**src/logic/cor_defs.svh**
```systemverilog
// register offsets, field positions, reset values and serial engine constants for the config bank
`ifndef COR_DEFS_SVH
`define COR_DEFS_SVH

// register offsets (command byte values)
`define COR_OFS_DISABLE_STATE  8'h0b
`define COR_OFS_IMP_01         8'h0c
`define COR_OFS_IMP_23         8'h0d
`define COR_OFS_BIAS_01        8'h0e
`define COR_OFS_BIAS_23        8'h0f
`define COR_OFS_PWR_BIAS       8'h10
`define COR_OFS_RSVD_17        8'h11
`define COR_OFS_EN_POL         8'h12
`define COR_OFS_PWR_POL        8'h13

// writable bit masks; every other bit is reserved
`define COR_MASK_DISABLE_STATE 8'h03
`define COR_MASK_PAIR_HI       8'hcc
`define COR_MASK_PAIR_LO       8'h3c
`define COR_MASK_PWR_BIAS      8'h03
`define COR_MASK_EN_POL        8'h6a
`define COR_MASK_PWR_POL       8'h01

// reset values
`define COR_RST_DISABLE_STATE  8'h00
`define COR_RST_IMP_01         8'h44
`define COR_RST_IMP_23         8'h14
`define COR_RST_BIAS_01        8'h44
`define COR_RST_BIAS_23        8'h14
`define COR_RST_PWR_BIAS       8'h00
`define COR_RST_EN_POL         8'h00
`define COR_RST_PWR_POL        8'h00
// reserved bit that reads back as one in the power pin bias byte
`define COR_RSVD_PWR_BIAS      8'h04

// field positions (low bit of each field)
`define COR_POS_IMP1           6
`define COR_POS_IMP0           2
`define COR_POS_IMP3           4
`define COR_POS_IMP2           2
`define COR_POS_EN_POL0        1
`define COR_POS_EN_POL1        3
`define COR_POS_EN_POL2        5
`define COR_POS_EN_POL3        6
`define COR_POS_PWR_POL        0

// serial engine
`define COR_BITS_PER_BYTE      4'd8
`define COR_SYNC_STAGES        2

`endif

```
**src/logic/cor_pkg.sv**
```systemverilog
// types shared by the clock output config bank
package cor_pkg;

  // disabled output level codes
  typedef enum logic [1:0] {
    COR_DIS_LOW_LOW  = 2'b00,
    COR_DIS_HIZ      = 2'b01,
    COR_DIS_HIGH_LOW = 2'b10,
    COR_DIS_LOW_HIGH = 2'b11
  } cor_dis_t;

  // serial slave states
  typedef enum logic [3:0] {
    COR_ST_IDLE  = 4'b0000,
    COR_ST_ADDR  = 4'b0001,
    COR_ST_AADDR = 4'b0010,
    COR_ST_CMD   = 4'b0011,
    COR_ST_ACMD  = 4'b0100,
    COR_ST_WDATA = 4'b0101,
    COR_ST_AWR   = 4'b0110,
    COR_ST_RDATA = 4'b0111,
    COR_ST_RACK  = 4'b1000
  } cor_state_t;

endpackage : cor_pkg

```
**src/logic/cor_out_if.sv**
```systemverilog
// carrier between the register bank and the output level decoder
interface cor_out_if;
  logic [3:0] running;
  logic [1:0] disable_level_select;
  logic [3:0] true_lvl;
  logic [3:0] true_oe;
  logic [3:0] comp_lvl;
  logic [3:0] comp_oe;

  modport ctl (output running, output disable_level_select,
               input true_lvl, input true_oe, input comp_lvl, input comp_oe);
  modport drv (input running, input disable_level_select,
               output true_lvl, output true_oe, output comp_lvl, output comp_oe);
endinterface : cor_out_if

```
**src/logic/cor_sync.sv**
```systemverilog
// two flip-flop synchroniser for pin inputs
module cor_sync #(
  parameter int WIDTH = 1
) (
  input  wire logic             ref_clk,
  input  wire logic             rstn,
  input  wire logic [WIDTH-1:0] din,
  input  wire logic [WIDTH-1:0] rst_val,
  output      logic [WIDTH-1:0] dout
);
  logic [WIDTH-1:0] meta_reg;

  // first stage is read only by the second stage
  always_ff @(posedge ref_clk or negedge rstn)
  begin
    if (!rstn)
    begin
      meta_reg <= '0;
      dout     <= '0;
    end
    else
    begin
      meta_reg <= din;
      dout     <= meta_reg;
    end
  end

  // rst_val kept for interface symmetry; flops reset to a constant
  logic unused_rst;
  assign unused_rst = ^rst_val;
endmodule : cor_sync

```
**src/logic/cor_out_decode.sv**
```systemverilog
// per-output true/complement level decoder for disabled differential clocks
`include "cor_defs.svh"
module cor_out_decode (
  input  wire logic ref_clk,
  input  wire logic rstn,
  cor_out_if.drv    o
);
  import cor_pkg::*;

  logic [3:0] true_lvl_next;
  logic [3:0] true_oe_next;
  logic [3:0] comp_lvl_next;
  logic [3:0] comp_oe_next;
  logic [3:0] true_lvl_reg;
  logic [3:0] true_oe_reg;
  logic [3:0] comp_lvl_reg;
  logic [3:0] comp_oe_reg;

  // running outputs are marked high and driven; disabled ones follow the code
  always_comb
  begin
    for (int i = 0; i < 4; i++)
    begin
      true_lvl_next[i] = 1'b1;
      comp_lvl_next[i] = 1'b0;
      true_oe_next[i]  = 1'b1;
      comp_oe_next[i]  = 1'b1;
      if (!o.running[i])
      begin
        case (cor_dis_t'(o.disable_level_select))
          COR_DIS_LOW_LOW:
          begin
            true_lvl_next[i] = 1'b0;
            comp_lvl_next[i] = 1'b0;
          end
          COR_DIS_HIZ:
          begin
            true_lvl_next[i] = 1'b0;
            comp_lvl_next[i] = 1'b0;
            true_oe_next[i]  = 1'b0;
            comp_oe_next[i]  = 1'b0;
          end
          COR_DIS_HIGH_LOW:
          begin
            true_lvl_next[i] = 1'b1;
            comp_lvl_next[i] = 1'b0;
          end
          default:
          begin
            true_lvl_next[i] = 1'b0;
            comp_lvl_next[i] = 1'b1;
          end
        endcase
      end
    end
  end

  // registered so the pad controls never glitch
  always_ff @(posedge ref_clk or negedge rstn)
  begin
    if (!rstn)
    begin
      true_lvl_reg <= 4'h0;
      true_oe_reg  <= 4'hf;
      comp_lvl_reg <= 4'h0;
      comp_oe_reg  <= 4'hf;
    end
    else
    begin
      true_lvl_reg <= true_lvl_next;
      true_oe_reg  <= true_oe_next;
      comp_lvl_reg <= comp_lvl_next;
      comp_oe_reg  <= comp_oe_next;
    end
  end

  assign o.true_lvl = true_lvl_reg;
  assign o.true_oe  = true_oe_reg;
  assign o.comp_lvl = comp_lvl_reg;
  assign o.comp_oe  = comp_oe_reg;
endmodule : cor_out_decode

```
**src/logic/cor_regs.sv**
```systemverilog
// clock output configuration register bank with its serial management slave
// What this block does
// disable code in byte 11 bits 1:0 sets true/complement levels of disabled clocks
// byte 12 holds impedance codes of outputs 1 and 0, default 85 ohm
// byte 13 holds impedance codes of outputs 3 and 2, default 85 ohm
// byte 14 holds bias codes for enable pins 1 and 0, default pull-down
// byte 15 holds bias codes for enable pins 3 and 2, default pull-down
// byte 16 bits 1:0 select bias on the power-good/power-down pin
// byte 18 holds per-enable-pin polarity bits at 1,3,5,6, default active low
// byte 19 bit 0 sets power-down pin polarity, default power down when low
// disabled reference output level also follows the byte 11 code
// reserved bits and byte 17 ignore writes with no side effects
`include "cor_defs.svh"
module cor_regs #(
  parameter logic [6:0] SLAVE_ADDR = 7'h55 // arbitrary default, set per board
) (
  input  wire logic       ref_clk,
  input  wire logic       rstn,
  input  wire logic       scl_in,
  input  wire logic       sda_in,
  output      logic       sda_out,
  output      logic       sda_oe,
  input  wire logic [3:0] enable_pin,
  input  wire logic       power_good_powerdown_pin,
  input  wire logic       ref_output_enable,
  output      logic [3:0] clk_true_lvl,
  output      logic [3:0] clk_true_oe,
  output      logic [3:0] clk_comp_lvl,
  output      logic [3:0] clk_comp_oe,
  output      logic       ref_disabled,
  output      logic       ref_dis_lvl,
  output      logic       ref_dis_oe,
  output      logic       power_down,
  output      logic [7:0] output_impedance_select,
  output      logic [3:0] enable_pin_pull_up,
  output      logic [3:0] enable_pin_pull_down,
  output      logic       power_pin_pull_up,
  output      logic       power_pin_pull_down
);
  import cor_pkg::*;

  //////////////////////////////////////////////////////////////////////////////
  // pin synchronisers

  logic [6:0] pins_s;
  logic       scl_n_s;
  logic       sda_n_s;
  logic       scl_s;
  logic       sda_s;
  logic [3:0] en_s;
  logic       pg_s;

  cor_sync #(.WIDTH(7)) u_sync (
    .ref_clk (ref_clk),
    .rstn    (rstn),
    .din     ({~scl_in, ~sda_in, enable_pin, power_good_powerdown_pin}),
    .rst_val (7'h00),
    .dout    (pins_s)
  );
  // bus pins cross inverted so the zero reset equals their idle high level: no false edge
  assign {scl_n_s, sda_n_s, en_s, pg_s} = pins_s;
  assign scl_s = ~scl_n_s;
  assign sda_s = ~sda_n_s;

  //////////////////////////////////////////////////////////////////////////////
  // register storage

  logic [7:0] dis_reg, dis_next;
  logic [7:0] imp01_reg, imp01_next;
  logic [7:0] imp23_reg, imp23_next;
  logic [7:0] bias01_reg, bias01_next;
  logic [7:0] bias23_reg, bias23_next;
  logic [7:0] pbias_reg, pbias_next;
  logic [7:0] enpol_reg, enpol_next;
  logic [7:0] ppol_reg, ppol_next;
  logic       wr_en;
  logic [7:0] wr_ptr;
  logic [7:0] wr_data;

  // read view; reserved bits read zero except the one fixed at one
  function automatic logic [7:0] reg_read(input logic [7:0] a);
    case (a)
      `COR_OFS_DISABLE_STATE: reg_read = dis_reg;
      `COR_OFS_IMP_01:        reg_read = imp01_reg;
      `COR_OFS_IMP_23:        reg_read = imp23_reg;
      `COR_OFS_BIAS_01:       reg_read = bias01_reg;
      `COR_OFS_BIAS_23:       reg_read = bias23_reg;
      `COR_OFS_PWR_BIAS:      reg_read = pbias_reg | `COR_RSVD_PWR_BIAS;
      `COR_OFS_EN_POL:        reg_read = enpol_reg;
      `COR_OFS_PWR_POL:       reg_read = ppol_reg;
      default:                reg_read = 8'h00; // byte 17 and unmapped
    endcase
  endfunction : reg_read

  // masked merge keeps reserved bits at zero
  function automatic logic [7:0] merge(input logic [7:0] old_v, input logic [7:0] new_v,
                                       input logic [7:0] mask);
    merge = (old_v & ~mask) | (new_v & mask);
  endfunction : merge

  // writes land only in defined fields; byte 17 has no storage
  always_comb
  begin
    dis_next    = dis_reg;
    imp01_next  = imp01_reg;
    imp23_next  = imp23_reg;
    bias01_next = bias01_reg;
    bias23_next = bias23_reg;
    pbias_next  = pbias_reg;
    enpol_next  = enpol_reg;
    ppol_next   = ppol_reg;
    if (wr_en)
    begin
      case (wr_ptr)
        `COR_OFS_DISABLE_STATE: dis_next = merge(dis_reg, wr_data, `COR_MASK_DISABLE_STATE);
        `COR_OFS_IMP_01:  imp01_next  = merge(imp01_reg, wr_data, `COR_MASK_PAIR_HI);
        `COR_OFS_IMP_23:  imp23_next  = merge(imp23_reg, wr_data, `COR_MASK_PAIR_LO);
        `COR_OFS_BIAS_01: bias01_next = merge(bias01_reg, wr_data, `COR_MASK_PAIR_HI);
        `COR_OFS_BIAS_23: bias23_next = merge(bias23_reg, wr_data, `COR_MASK_PAIR_LO);
        `COR_OFS_PWR_BIAS: pbias_next = merge(pbias_reg, wr_data, `COR_MASK_PWR_BIAS);
        `COR_OFS_EN_POL:  enpol_next  = merge(enpol_reg, wr_data, `COR_MASK_EN_POL);
        `COR_OFS_PWR_POL: ppol_next   = merge(ppol_reg, wr_data, `COR_MASK_PWR_POL);
        default:          ppol_next   = ppol_reg;
      endcase
    end
  end

  always_ff @(posedge ref_clk or negedge rstn)
  begin
    if (!rstn)
    begin
      dis_reg    <= `COR_RST_DISABLE_STATE;
      imp01_reg  <= `COR_RST_IMP_01;
      imp23_reg  <= `COR_RST_IMP_23;
      bias01_reg <= `COR_RST_BIAS_01;
      bias23_reg <= `COR_RST_BIAS_23;
      pbias_reg  <= `COR_RST_PWR_BIAS;
      enpol_reg  <= `COR_RST_EN_POL;
      ppol_reg   <= `COR_RST_PWR_POL;
    end
    else
    begin
      dis_reg    <= dis_next;
      imp01_reg  <= imp01_next;
      imp23_reg  <= imp23_next;
      bias01_reg <= bias01_next;
      bias23_reg <= bias23_next;
      pbias_reg  <= pbias_next;
      enpol_reg  <= enpol_next;
      ppol_reg   <= ppol_next;
    end
  end

  //////////////////////////////////////////////////////////////////////////////
  // serial slave: address, command byte, then auto-incrementing data bytes

  cor_state_t st_reg, st_next;
  logic [3:0] cnt_reg, cnt_next;
  logic [7:0] sh_reg, sh_next;
  logic [7:0] ptr_reg, ptr_next;
  logic       drv_reg, drv_next;
  logic       nack_reg, nack_next;
  logic       scl_d_reg, sda_d_reg;
  logic       scl_rise, scl_fall, start_c, stop_c, last_bit;
  logic [7:0] rd_cur, rd_inc;

  // read bytes at the pointer and the one after; a process so register changes are seen
  always_comb
  begin
    rd_cur = reg_read(ptr_reg);
    rd_inc = reg_read(ptr_reg + 8'd1);
  end

  assign scl_rise = scl_s && !scl_d_reg;
  assign scl_fall = !scl_s && scl_d_reg;
  assign start_c  = scl_s && scl_d_reg && sda_d_reg && !sda_s;
  assign stop_c   = scl_s && scl_d_reg && !sda_d_reg && sda_s;
  assign last_bit = (cnt_reg == `COR_BITS_PER_BYTE);

  // bit sequencing; start and stop override any state
  always_comb
  begin
    st_next   = st_reg;
    cnt_next  = cnt_reg;
    sh_next   = sh_reg;
    ptr_next  = ptr_reg;
    drv_next  = drv_reg;
    nack_next = nack_reg;
    wr_en     = 1'b0;
    if (start_c)
    begin
      st_next  = COR_ST_ADDR;
      cnt_next = 4'd0;
      drv_next = 1'b0;
    end
    else if (stop_c)
    begin
      st_next  = COR_ST_IDLE;
      drv_next = 1'b0;
    end
    else
    begin
      case (st_reg)
        COR_ST_ADDR, COR_ST_CMD, COR_ST_WDATA:
        begin
          if (scl_rise)
          begin
            sh_next  = {sh_reg[6:0], sda_s};
            cnt_next = cnt_reg + 4'd1;
          end
          else if (scl_fall && last_bit)
          begin
            drv_next = 1'b1;
            if (st_reg == COR_ST_ADDR)
            begin
              // foreign address: stay off the bus until the next start
              if (sh_reg[7:1] == SLAVE_ADDR)
                st_next = COR_ST_AADDR;
              else
              begin
                st_next  = COR_ST_IDLE;
                drv_next = 1'b0;
              end
              nack_next = sh_reg[0];
            end
            else if (st_reg == COR_ST_CMD)
            begin
              ptr_next = sh_reg;
              st_next  = COR_ST_ACMD;
            end
            else
            begin
              wr_en   = 1'b1;
              st_next = COR_ST_AWR;
            end
          end
        end
        COR_ST_AADDR, COR_ST_ACMD, COR_ST_AWR:
        begin
          if (scl_fall)
          begin
            cnt_next = 4'd0;
            drv_next = 1'b0;
            if (st_reg == COR_ST_AWR)
              ptr_next = ptr_reg + 8'd1;
            if (st_reg == COR_ST_AADDR && nack_reg)
            begin
              // read direction: first data bit goes out now
              sh_next  = rd_cur;
              drv_next = !rd_cur[7];
              st_next  = COR_ST_RDATA;
            end
            else if (st_reg == COR_ST_AADDR)
              st_next = COR_ST_CMD;
            else
              st_next = COR_ST_WDATA;
          end
        end
        COR_ST_RDATA:
        begin
          if (scl_rise)
            cnt_next = cnt_reg + 4'd1;
          else if (scl_fall)
          begin
            if (last_bit)
            begin
              drv_next = 1'b0;
              st_next  = COR_ST_RACK;
            end
            else
            begin
              sh_next  = {sh_reg[6:0], 1'b0};
              drv_next = !sh_reg[6];
            end
          end
        end
        COR_ST_RACK:
        begin
          if (scl_rise)
            nack_next = sda_s;
          else if (scl_fall)
          begin
            cnt_next = 4'd0;
            ptr_next = ptr_reg + 8'd1;
            if (nack_reg)
              st_next = COR_ST_IDLE;
            else
            begin
              sh_next  = rd_inc;
              drv_next = !rd_inc[7];
              st_next  = COR_ST_RDATA;
            end
          end
        end
        default: st_next = COR_ST_IDLE;
      endcase
    end
  end

  always_ff @(posedge ref_clk or negedge rstn)
  begin
    if (!rstn)
    begin
      st_reg    <= COR_ST_IDLE;
      cnt_reg   <= 4'd0;
      sh_reg    <= 8'h00;
      ptr_reg   <= 8'h00;
      drv_reg   <= 1'b0;
      nack_reg  <= 1'b0;
      scl_d_reg <= 1'b1;
      sda_d_reg <= 1'b1;
    end
    else
    begin
      st_reg    <= st_next;
      cnt_reg   <= cnt_next;
      sh_reg    <= sh_next;
      ptr_reg   <= ptr_next;
      drv_reg   <= drv_next;
      nack_reg  <= nack_next;
      scl_d_reg <= scl_s;
      sda_d_reg <= sda_s;
    end
  end

  assign wr_ptr  = ptr_reg;
  assign wr_data = sh_reg;
  // open drain: only ever pulls low
  assign sda_out = 1'b0;
  assign sda_oe  = drv_reg;

  //////////////////////////////////////////////////////////////////////////////
  // output control

  logic [3:0] en_pol;
  logic [3:0] enabled;
  logic       pd_c;
  logic [7:0] ctl_next, ctl_reg;

  // polarity bit set means the pin enables when high
  assign en_pol = {enpol_reg[`COR_POS_EN_POL3], enpol_reg[`COR_POS_EN_POL2],
                   enpol_reg[`COR_POS_EN_POL1], enpol_reg[`COR_POS_EN_POL0]};
  assign enabled = ~(en_s ^ en_pol);
  assign pd_c    = (pg_s == ppol_reg[`COR_POS_PWR_POL]);

  cor_out_if oif ();
  assign oif.running              = enabled & {4{!pd_c}};
  assign oif.disable_level_select = dis_reg[1:0];

  cor_out_decode u_dec (
    .ref_clk (ref_clk),
    .rstn    (rstn),
    .o       (oif.drv)
  );

  // reference disable level: low, hiz, low, high for codes 00..11
  always_comb
  begin
    ctl_next[0] = !ref_output_enable;
    ctl_next[1] = (dis_reg[1:0] == 2'b11);
    ctl_next[2] = (dis_reg[1:0] != 2'b01);
    ctl_next[3] = pd_c;
    ctl_next[7:4] = 4'h0;
  end

  always_ff @(posedge ref_clk or negedge rstn)
  begin
    if (!rstn)
      ctl_reg <= 8'h04;
    else
      ctl_reg <= ctl_next;
  end

  assign ref_disabled = ctl_reg[0];
  assign ref_dis_lvl  = ctl_reg[1];
  assign ref_dis_oe   = ctl_reg[2];
  assign power_down   = ctl_reg[3];
  assign clk_true_lvl = oif.true_lvl;
  assign clk_true_oe  = oif.true_oe;
  assign clk_comp_lvl = oif.comp_lvl;
  assign clk_comp_oe  = oif.comp_oe;
  assign output_impedance_select = {imp23_reg[5:4], imp23_reg[3:2],
                                    imp01_reg[7:6], imp01_reg[3:2]};
  assign enable_pin_pull_up   = {bias23_reg[5], bias23_reg[3], bias01_reg[7], bias01_reg[3]};
  assign enable_pin_pull_down = {bias23_reg[4], bias23_reg[2], bias01_reg[6], bias01_reg[2]};
  assign power_pin_pull_up    = pbias_reg[1];
  assign power_pin_pull_down  = pbias_reg[0];
endmodule : cor_regs

```
**config.mk**
```make
export PLATFORM = sky130hd
export DESIGN_NAME = cor_regs
export DESIGN_NICKNAME = d
export VERILOG_FILES = /design/src/logic/cor_pkg.sv /design/src/logic/cor_out_if.sv /design/src/logic/cor_sync.sv /design/src/logic/cor_out_decode.sv /design/src/logic/cor_regs.sv
export VERILOG_INCLUDE_DIRS = /design/src /design/src/logic
export SDC_FILE = /design/constraint.sdc
export NUM_CORES = 1
export LEC_CHECK = 0
export BUFFER_PORTS_ARGS = -buffer_cell sky130_fd_sc_hd__buf_2
export CORE_MARGIN = 3
export CORE_UTILIZATION = 30
export DETAILED_ROUTE_END_ITERATION = 6
export GPL_TIMING_DRIVEN = 0
export PLACE_DENSITY = 0.46
export RECOVER_POWER = 25
export SLEW_MARGIN = 5
export SYNTH_ARGS = -nofsm -noshare
export SYNTH_HDL_FRONTEND = slang
export SYNTH_HIERARCHICAL = 1
export SYNTH_SLANG_ARGS = --single-unit
```
**constraint.sdc**
```tcl
create_clock -name ref_clk -period 2.8 [get_ports ref_clk]
set_input_delay 0 -clock ref_clk [delete_from_list [all_inputs] [get_ports ref_clk]]
set_output_delay 0 -clock ref_clk [all_outputs]
set_load 0.02 [all_outputs]
```
==> results of run 1 <==
cell families (layout without fill, tap and decap cells):
group,count (synthesis),count (layout),synth area share [%]
simple gates,174,174,19.4
compound gates,127,127,20.7
flops,83,83,44.2
buf+inv,51,125,5.09
mux,28,28,6.62
xor+xnor,10,10,1.85
fa+ha+maj,8,8,2.06
other cells,1,1,0.0791
area by class of cell:
type                       count  area share [%]
buffer                        31            2.95
clock buffer                  10            4.06
clock inverter                 6           0.866
inverter                      20            1.33
multi-input combinational    348            42.7
sequential                    83            37.2
tap                          211            4.69
timing repair buffer          58            6.22
Yosys cell counts, drive strengths merged, types with 6 or more instances:
| cell | count |
|---|---|
| xor2 | 6 |
| mux2 | 27 |
| o22ai | 7 |
| clkbuf | 10 |
| nor3 | 19 |
| nor2 | 45 |
| dfrtp | 68 |
| ha | 7 |
| inv | 20 |
| o31ai | 7 |
| nand2b | 14 |
| buf | 21 |
| a21oi | 19 |
| dfstp | 15 |
| a22oi | 16 |
| o21ai | 30 |
| and3 | 7 |
| nand2 | 39 |
| nand3 | 16 |
power by group through the flow:
stage	clock network, uW	registers [uW]	logic [uW]
final	1120	1620	2170
after global routing	1230	1650	2400
after CTS	1170	1620	2150
after detailed placement	0	1640	2130
after global placement	0	1640	2130
after floorplan	0	1560	1570
metrics by stage:
| stage | hold WS [ns] | area, sq um | utilization, % | total power (uW) |
|---|---|---|---|---|
| CTS | 0.198 | 5640 | 36.8 | 4940 |
| finish | 0.295 | 5630 | 36.8 | 4910 |
| floorplan | -0.296 | 4740 | - | 3130 |
| detailed placement | 0.0332 | 5270 | 34.4 | 3770 |
| global route | 0.294 | 5630 | 36.8 | 5280 |
| global placement | 0.108 | 5250 | 34.3 | 3760 |
metal layers:
| metal | routed length (microns) | GRT usage [%] | vias to the layer above |
|---|---|---|---|
| met3 | 801 | 3.98 | 15 |
| met2 | 6280 | 23.3 | 135 |
| li1 | - | - | 1892 |
| met1 | 6670 | 23.8 | 2015 |
| met5 | 0 | 0 | - |
| met4 | 160 | 6.48 | 0 |
path summary, 6_finish.rpt:
kind                                                 end  slack (ns)  cells past startpoint
setup reg to reg               bias01_reg[7]$_DFFE_PN0P_        0.33                      7
max in group asynchronous            sda_d_reg$_DFF_PN1_        1.55                      3
min in group asynchronous  u_dec/o.true_lvl[0]$_DFF_PN0_        0.40                      2
setup / recovery               bias01_reg[7]$_DFFE_PN0P_        0.33                      7
hold reg to reg                 u_sync/dout[4]$_DFF_PN0_        0.35                      0
hold / removal              u_sync/meta_reg[3]$_DFF_PN0_        0.29                      2
worst max-delay path: stages, from the launching register on:
cell and delay, ns:
dfstp_2 0.51, buf_2 0.20, nand2_1 0.19, nor2_2 0.36
nand3_1 0.25, nor2_1 0.26, nand2_1 0.20, mux2_1 0.37
==> summary.txt, run 1 <==
Routing
  – DRT antenna net count: 0
  – Drt initial violations: 414
  – Drt total wl: about 14 mm
  – Via count: ~4,000
  – DR WL/cell: ~18 microns
  – First-pass DRT Iterations: 5
  – Residual DRC: 0
  – Vias per cell: 5.29

Timing
  – Final setup margin: between 0.3 and 0.4 ns
  – Fmax: around 0.4 GHz
  – RSZ-0062 raised after global routing: no
  – Worst-Margin Slew: between 1 and 1.5 ns
  – Final Setup Violations: 0
  – Period minus WS final: between 2 and 2.5 ns
  – Setup TNS: 0 ns
  – Final Cycle Share: around 88%
  – Max_slew headroom: between 20 and 30%
  – Final clock skew: around 0.005 ns
  – Final slew viol count: 0
  – Hold Violations, Final: 0

Outcome
  – Outcome: finished, final reports clean

Finish
  – Share of layout cells above drive strength 1: 25.7%
  – Multi-input logic area: roughly 0.0024 sq mm
  – Final net count: about 570
  – Layout area overhead: 18.8%
  – Most common cell after layout, fill and taps aside: dfrtp_1
  – Reg area: between 0.002 and 0.0025 sq mm
  – Most frequent cells in the layout: 68 x dfrtp_1, 60 x buf_2, 43 x nor2_1
  – N_diodes: 0
  – FILL cells: ~1,600
  – Post-Layout Cell Count: between 700 and 800

Setup path
  – Worst EP required: approximately 3 ns
  – Setup CP Type: reg -> reg
  – CP Launch Type: flop
  – Worst Path Arrival: ~2.7 ns
  – Crit-path max FO: 9
  – Worst Setup SP: scl_d_reg$_DFF_PN1_
  – Origin of the critical flop-to-flop path: scl_d_reg$_DFF_PN1_
  – Crit. End Element: flop

Place
  – Hpwl dp: between 10 and 15 mm
  – PortBufs: 48
  – Routability cong.: between 0.9 and 1
  – Pre-CTS WS: 0.364 ns
  – Placed Cells: between 700 and 800

Pwr
  – Clk pwr share: 22.8%
  – Lkg Pwr: approximately 0.0024 uW
  – Max rail drop VDD: 0.295 mV
  – Power Internal: ~2700 uW
  – Switching share of power: ~44%
  – Switching power: about 2200 uW
  – Comb pwr share: approximately 44%
  – Power Density: 871 mW/mm^2
  – Sequential Power Share: approximately a third

Logic synthesis
  – Syn avg cell area: 9.84 sq um
  – Most used DFF post-synth: dfrtp_1
  – Synth area leader: dfrtp_1
  – Number of flops mapped to enable cells by yosys: 0
  – Mapped cell area: ~0.0047 sq mm
  – Area contributors post-synth: dfrtp_1 36%, dfstp_2 8.3%, mux2_2 4.5%, nor2_1 3.4%, nand2_1 3.0%
  – Yosys warnings: 6
  – #FFs+latches synth: 83
  – Asr flop ratio synth: 100%
  – Synth Instances: a little under 500
  – Seq/Total Area, Yosys: 44.2%
  – Post-Syn Nets: ~500
  – Synth top area share: 35.9%
  – Yosys cell types: 80

GRT
  – Largest net degree at the start of global routing: 45
  – First-pass GRT wire length: approximately 22 mm
  – Initial antenna violation count: 0
  – Tot GR Track Use: 16.4%
  – Vias in the first global route: 3,948
  – GRT overflow: 0

Floorplanning
  – Core area: 0.0153 sq mm
  – Die Y: 132 microns
  – # IOs: 50
  – Row count: 45
  – Starting Density: between 30 and 40%
  – Die width: 132 microns
  – DIE AREA: ~0.017 sq mm

Clocking
  – H-tree levels: 3
  – CTS root buffer: clkbuf_16
  – Post-CTS setup repair buffer count: 0
  – Clk Latency, worst-skew pair: between 0.3 and 0.4 ns
  – Reg clk slew, reported paths: approximately 0.070 ns
  – Cts hold-fix bufs: 9
  – CTS Buf Count: 9
  – Post-cts gate resize count: 0
  – CTS tree: built
  – CTS sink count: slightly above 80
  – CTS max path bufs: 2

Job
  – Max Cap Violations: 0

Worst hold path
  – Min-delay src: enable_pin[2]
  – Hold crit path type: in -> reg
No activity file was read; power rests on OpenSTA's default activity.
==> run 2, diff against run 1 <==
--- a/config.mk
+++ b/config.mk
@@ -7,11 +7,13 @@
 export NUM_CORES = 1
 export LEC_CHECK = 0
 export BUFFER_PORTS_ARGS = -buffer_cell sky130_fd_sc_hd__buf_2
+export CELL_PAD_IN_SITES_DETAIL_PLACEMENT = 1
+export CELL_PAD_IN_SITES_GLOBAL_PLACEMENT = 1
 export CORE_MARGIN = 3
 export CORE_UTILIZATION = 30
 export DETAILED_ROUTE_END_ITERATION = 6
 export GPL_TIMING_DRIVEN = 0
-export PLACE_DENSITY = 0.46
+export PLACE_DENSITY = 0.56
 export RECOVER_POWER = 25
 export SLEW_MARGIN = 5
 export SYNTH_ARGS = -nofsm -noshare
==> summary.txt, run 2 (same netlist as run 1, synthesis figures left out) <==
Outcome
  – Outcome: finished, final reports clean (unchanged)

Timing
  – Final Setup Violations: 0 (unchanged)
  – Final slew viol count: 0 (unchanged)
  – Final clock skew: 0.00899 ns (was 0.00500 ns)
  – Fmax: 0.409 GHz (was 0.405 GHz)
  – RSZ-0062 raised after global routing: no (unchanged)
  – Worst-Margin Slew: 1.08 ns (was 1.09 ns)
  – Max_slew headroom: 27.8% (was 27.6%)
  – Hold Violations, Final: 0 (unchanged)
  – Final Cycle Share: 87.3% (was 88.2%)
  – Setup TNS: 0 ns (unchanged)
  – Period minus WS final: 2.44 ns (was 2.47 ns)

Clocking
  – CTS sink count: 83 (unchanged)
  – CTS tree: built (unchanged)
  – CTS root buffer: clkbuf_16 (unchanged)
  – H-tree levels: 3 (unchanged)
  – Clk Latency, worst-skew pair: 0.35 ns (about the same)
  – Reg clk slew, reported paths: 0.07 ns (about the same)
  – CTS Buf Count: 9 (unchanged)
  – Post-CTS setup repair buffer count: 0 (unchanged)
  – CTS max path bufs: 2 (unchanged)

Routing
  – DR WL/cell: 19.3 microns (was 18.1 microns)
  – Vias per cell: 5.31 (was 5.29)
  – Drt initial violations: 274 (was 414)
  – DRT antenna net count: 0 (unchanged)
  – Via count: 4,073 (was 4,057)
  – Drt total wl: 14.8 mm (was 13.9 mm)
  – Residual DRC: 0 (unchanged)
  – First-pass DRT Iterations: 7 (was 5)

Finish
  – N_diodes: 0 (unchanged)
  – FILL cells: 1,796 (was 1,607)
  – Final net count: 568 (unchanged)
  – Layout area overhead: 20.1% (was 18.8%)
  – Most frequent cells in the layout: 68 x dfrtp_1, 60 x buf_2, 43 x nor2_1 (unchanged)
  – Share of layout cells above drive strength 1: 25.9% (was 25.7%)
  – Reg area: 0.00210 sq mm (unchanged)
  – Multi-input logic area: 0.00240 sq mm (unchanged)
  – Final design utilization: 37.2% (was 36.8%)
  – Most common cell after layout, fill and taps aside: dfrtp_1 (unchanged)

Setup path
  – CP Cell Sequence: buf_2, nand2_1, nor2_2, nand3_1, nor2_1, nand2_1, mux2_1 (unchanged)
  – Crit. End Element: flop (unchanged)
  – R2R cell count: 7 (unchanged)
  – Worst Setup SP: scl_d_reg$_DFF_PN1_ (unchanged)
  – Cell mode on critical path: nand2_1 (unchanged)
  – Crit-path max FO: 9 (unchanged)
  – CP Launch Type: flop (unchanged)
  – Setup CP Type: reg -> reg (unchanged)
  – Slowest CP cell: dfstp_2 (unchanged)
  – Origin of the critical flop-to-flop path: scl_d_reg$_DFF_PN1_ (unchanged)
  – R2R Setup Slk: 0.36 ns (was 0.33 ns)
  – CP max stage delay: 0.51 ns (about the same)
  – Crit path capture: imp23_reg[5]$_DFFE_PN0P_ (was bias01_reg[7]$_DFFE_PN0P_)
  – Worst Path Arrival: 2.68 ns (was 2.70 ns)
  – RR Endpoint: imp23_reg[5]$_DFFE_PN0P_ (was bias01_reg[7]$_DFFE_PN0P_)
  – Worst EP required: 3.03 ns (about the same)

GRT
  – GRT overflow: 0 (unchanged)
  – Initial antenna violation count: 0 (unchanged)
  – First-pass GRT wire length: 24.1 mm (was 22.4 mm)
  – Largest net degree at the start of global routing: 43 (was 45)
  – Vias in the first global route: 4,225 (was 3,948)
  – Tot GR Track Use: 17.5% (was 16.4%)

Floorplanning
  – Starting Density: 31.0% (unchanged)
  – Die width: 132 microns (unchanged)
  – Row count: 45 (unchanged)
  – Core area: 0.0153 sq mm (unchanged)
  – Die Y: 132 microns (unchanged)
  – DIE AREA: 0.0174 sq mm (unchanged)
  – # IOs: 50 (unchanged)

Worst hold path
  – Hold crit path type: in -> reg (unchanged)
  – Hold path depth: 2 (unchanged)

Pwr
  – Sequential Power Share: 31.5% (was 33.0%)
  – Switching share of power: 43.0% (was 44.2%)
  – Clk pwr share: 25.8% (was 22.8%)
  – Lkg Pwr: 0.00240 uW (was 0.00237 uW)
  – Switching power: 2220 uW (was 2170 uW)
  – Pwr Total: 5170 uW (was 4910 uW)
  – Max rail drop VDD: 0.256 mV (was 0.295 mV)
  – Power Density: 907 mW/mm^2 (was 871 mW/mm^2)
  – Power Internal: 2940 uW (was 2740 uW)
  – Comb pwr share: 42.7% (was 44.2%)

Place
  – Hpwl dp: 11.1 mm (was 10.2 mm)
  – PortBufs: 48 (unchanged)
  – Routability cong.: 0.886 (was 0.914)

Job
  – Max Cap Violations: 0 (unchanged)
## run 2: changes by cell type in the layout (fill, tap and decap cells not counted)
cell,change
buf_12,-1
clkbuf_1,-1
clkbuf_8,+1
clkinv_4,-1
bufinv_16,+2
buf_16,+1
inv_6,+1
clkinvlp_4,-2
## run 2: power by group through the flow
stage | clock [uW] | combinational [uW] | sequential, uW
2_1_floorplan | 0 | 1570 | 1560
3_3_place_gp | 0 | 2130 | 1640
3_5_place_dp | 0 | 2180 | 1650
4_1_cts | 1370 | 2200 | 1630
5_1_grt | 1420 | 2450 | 1660
6_report | 1330 | 2210 | 1630
## run 2: stage by stage
step	hold WS [ns]	setup WS [ns]	instance area [sq um]	cells
global placement	0.108	0.382	5250	741
detailed placement	0.0322	0.356	5280	742
floorplan	-0.296	0.731	4740	482
CTS	0.189	0.355	5700	767
finish	0.290	0.355	5700	767
global route	0.303	0.180	5700	767
## run 2: layout make-up
type                       instances  share of cell area (%)
sequential                        83                    36.8
tap                              211                    4.63
multi-input combinational        348                    42.2
clock buffer                      10                    4.20
timing repair buffer              58                    6.28
buffer                            31                    2.92
clock inverter                     6                    1.65
inverter                          20                    1.32
## run 2: metal layers
metal / share of wire (%) / GRT usage [%]
met3: 3.4 / 2.41
met1: 49 / 25.4
met2: 46 / 26.8
met5: 0 / 0
met4: 1.6 / 5.89
## run 2: worst max-delay path, delay by kind of cell, from the launching register on
kind | cells | cell delay, ns
flops | 1 | 0.51
mux | 1 | 0.37
simple gates | 5 | 1.25
buf+inv | 1 | 0.19
## run 2: how the worst min path moves through the flow
stage                             startpoint                       endpoint
detailed placement                      rstn  u_dec/o.true_lvl[2]$_DFF_PN0_
CTS                                     rstn        ppol_reg[0]$_DFFE_PN0P_
floorplan                               rstn      bias01_reg[3]$_DFFE_PN0P_
global route                   enable_pin[1]   u_sync/meta_reg[2]$_DFF_PN0_
global placement    power_good_powerdown_pin   u_sync/meta_reg[0]$_DFF_PN0_
finish              power_good_powerdown_pin   u_sync/meta_reg[0]$_DFF_PN0_
## run 2: repair_timing
item | 4_1_cts | 5_1_grt
gates resized for setup | 0 | 0
hold buffers | 9 | 0
endpoints found under the hold margin | 44 | 0
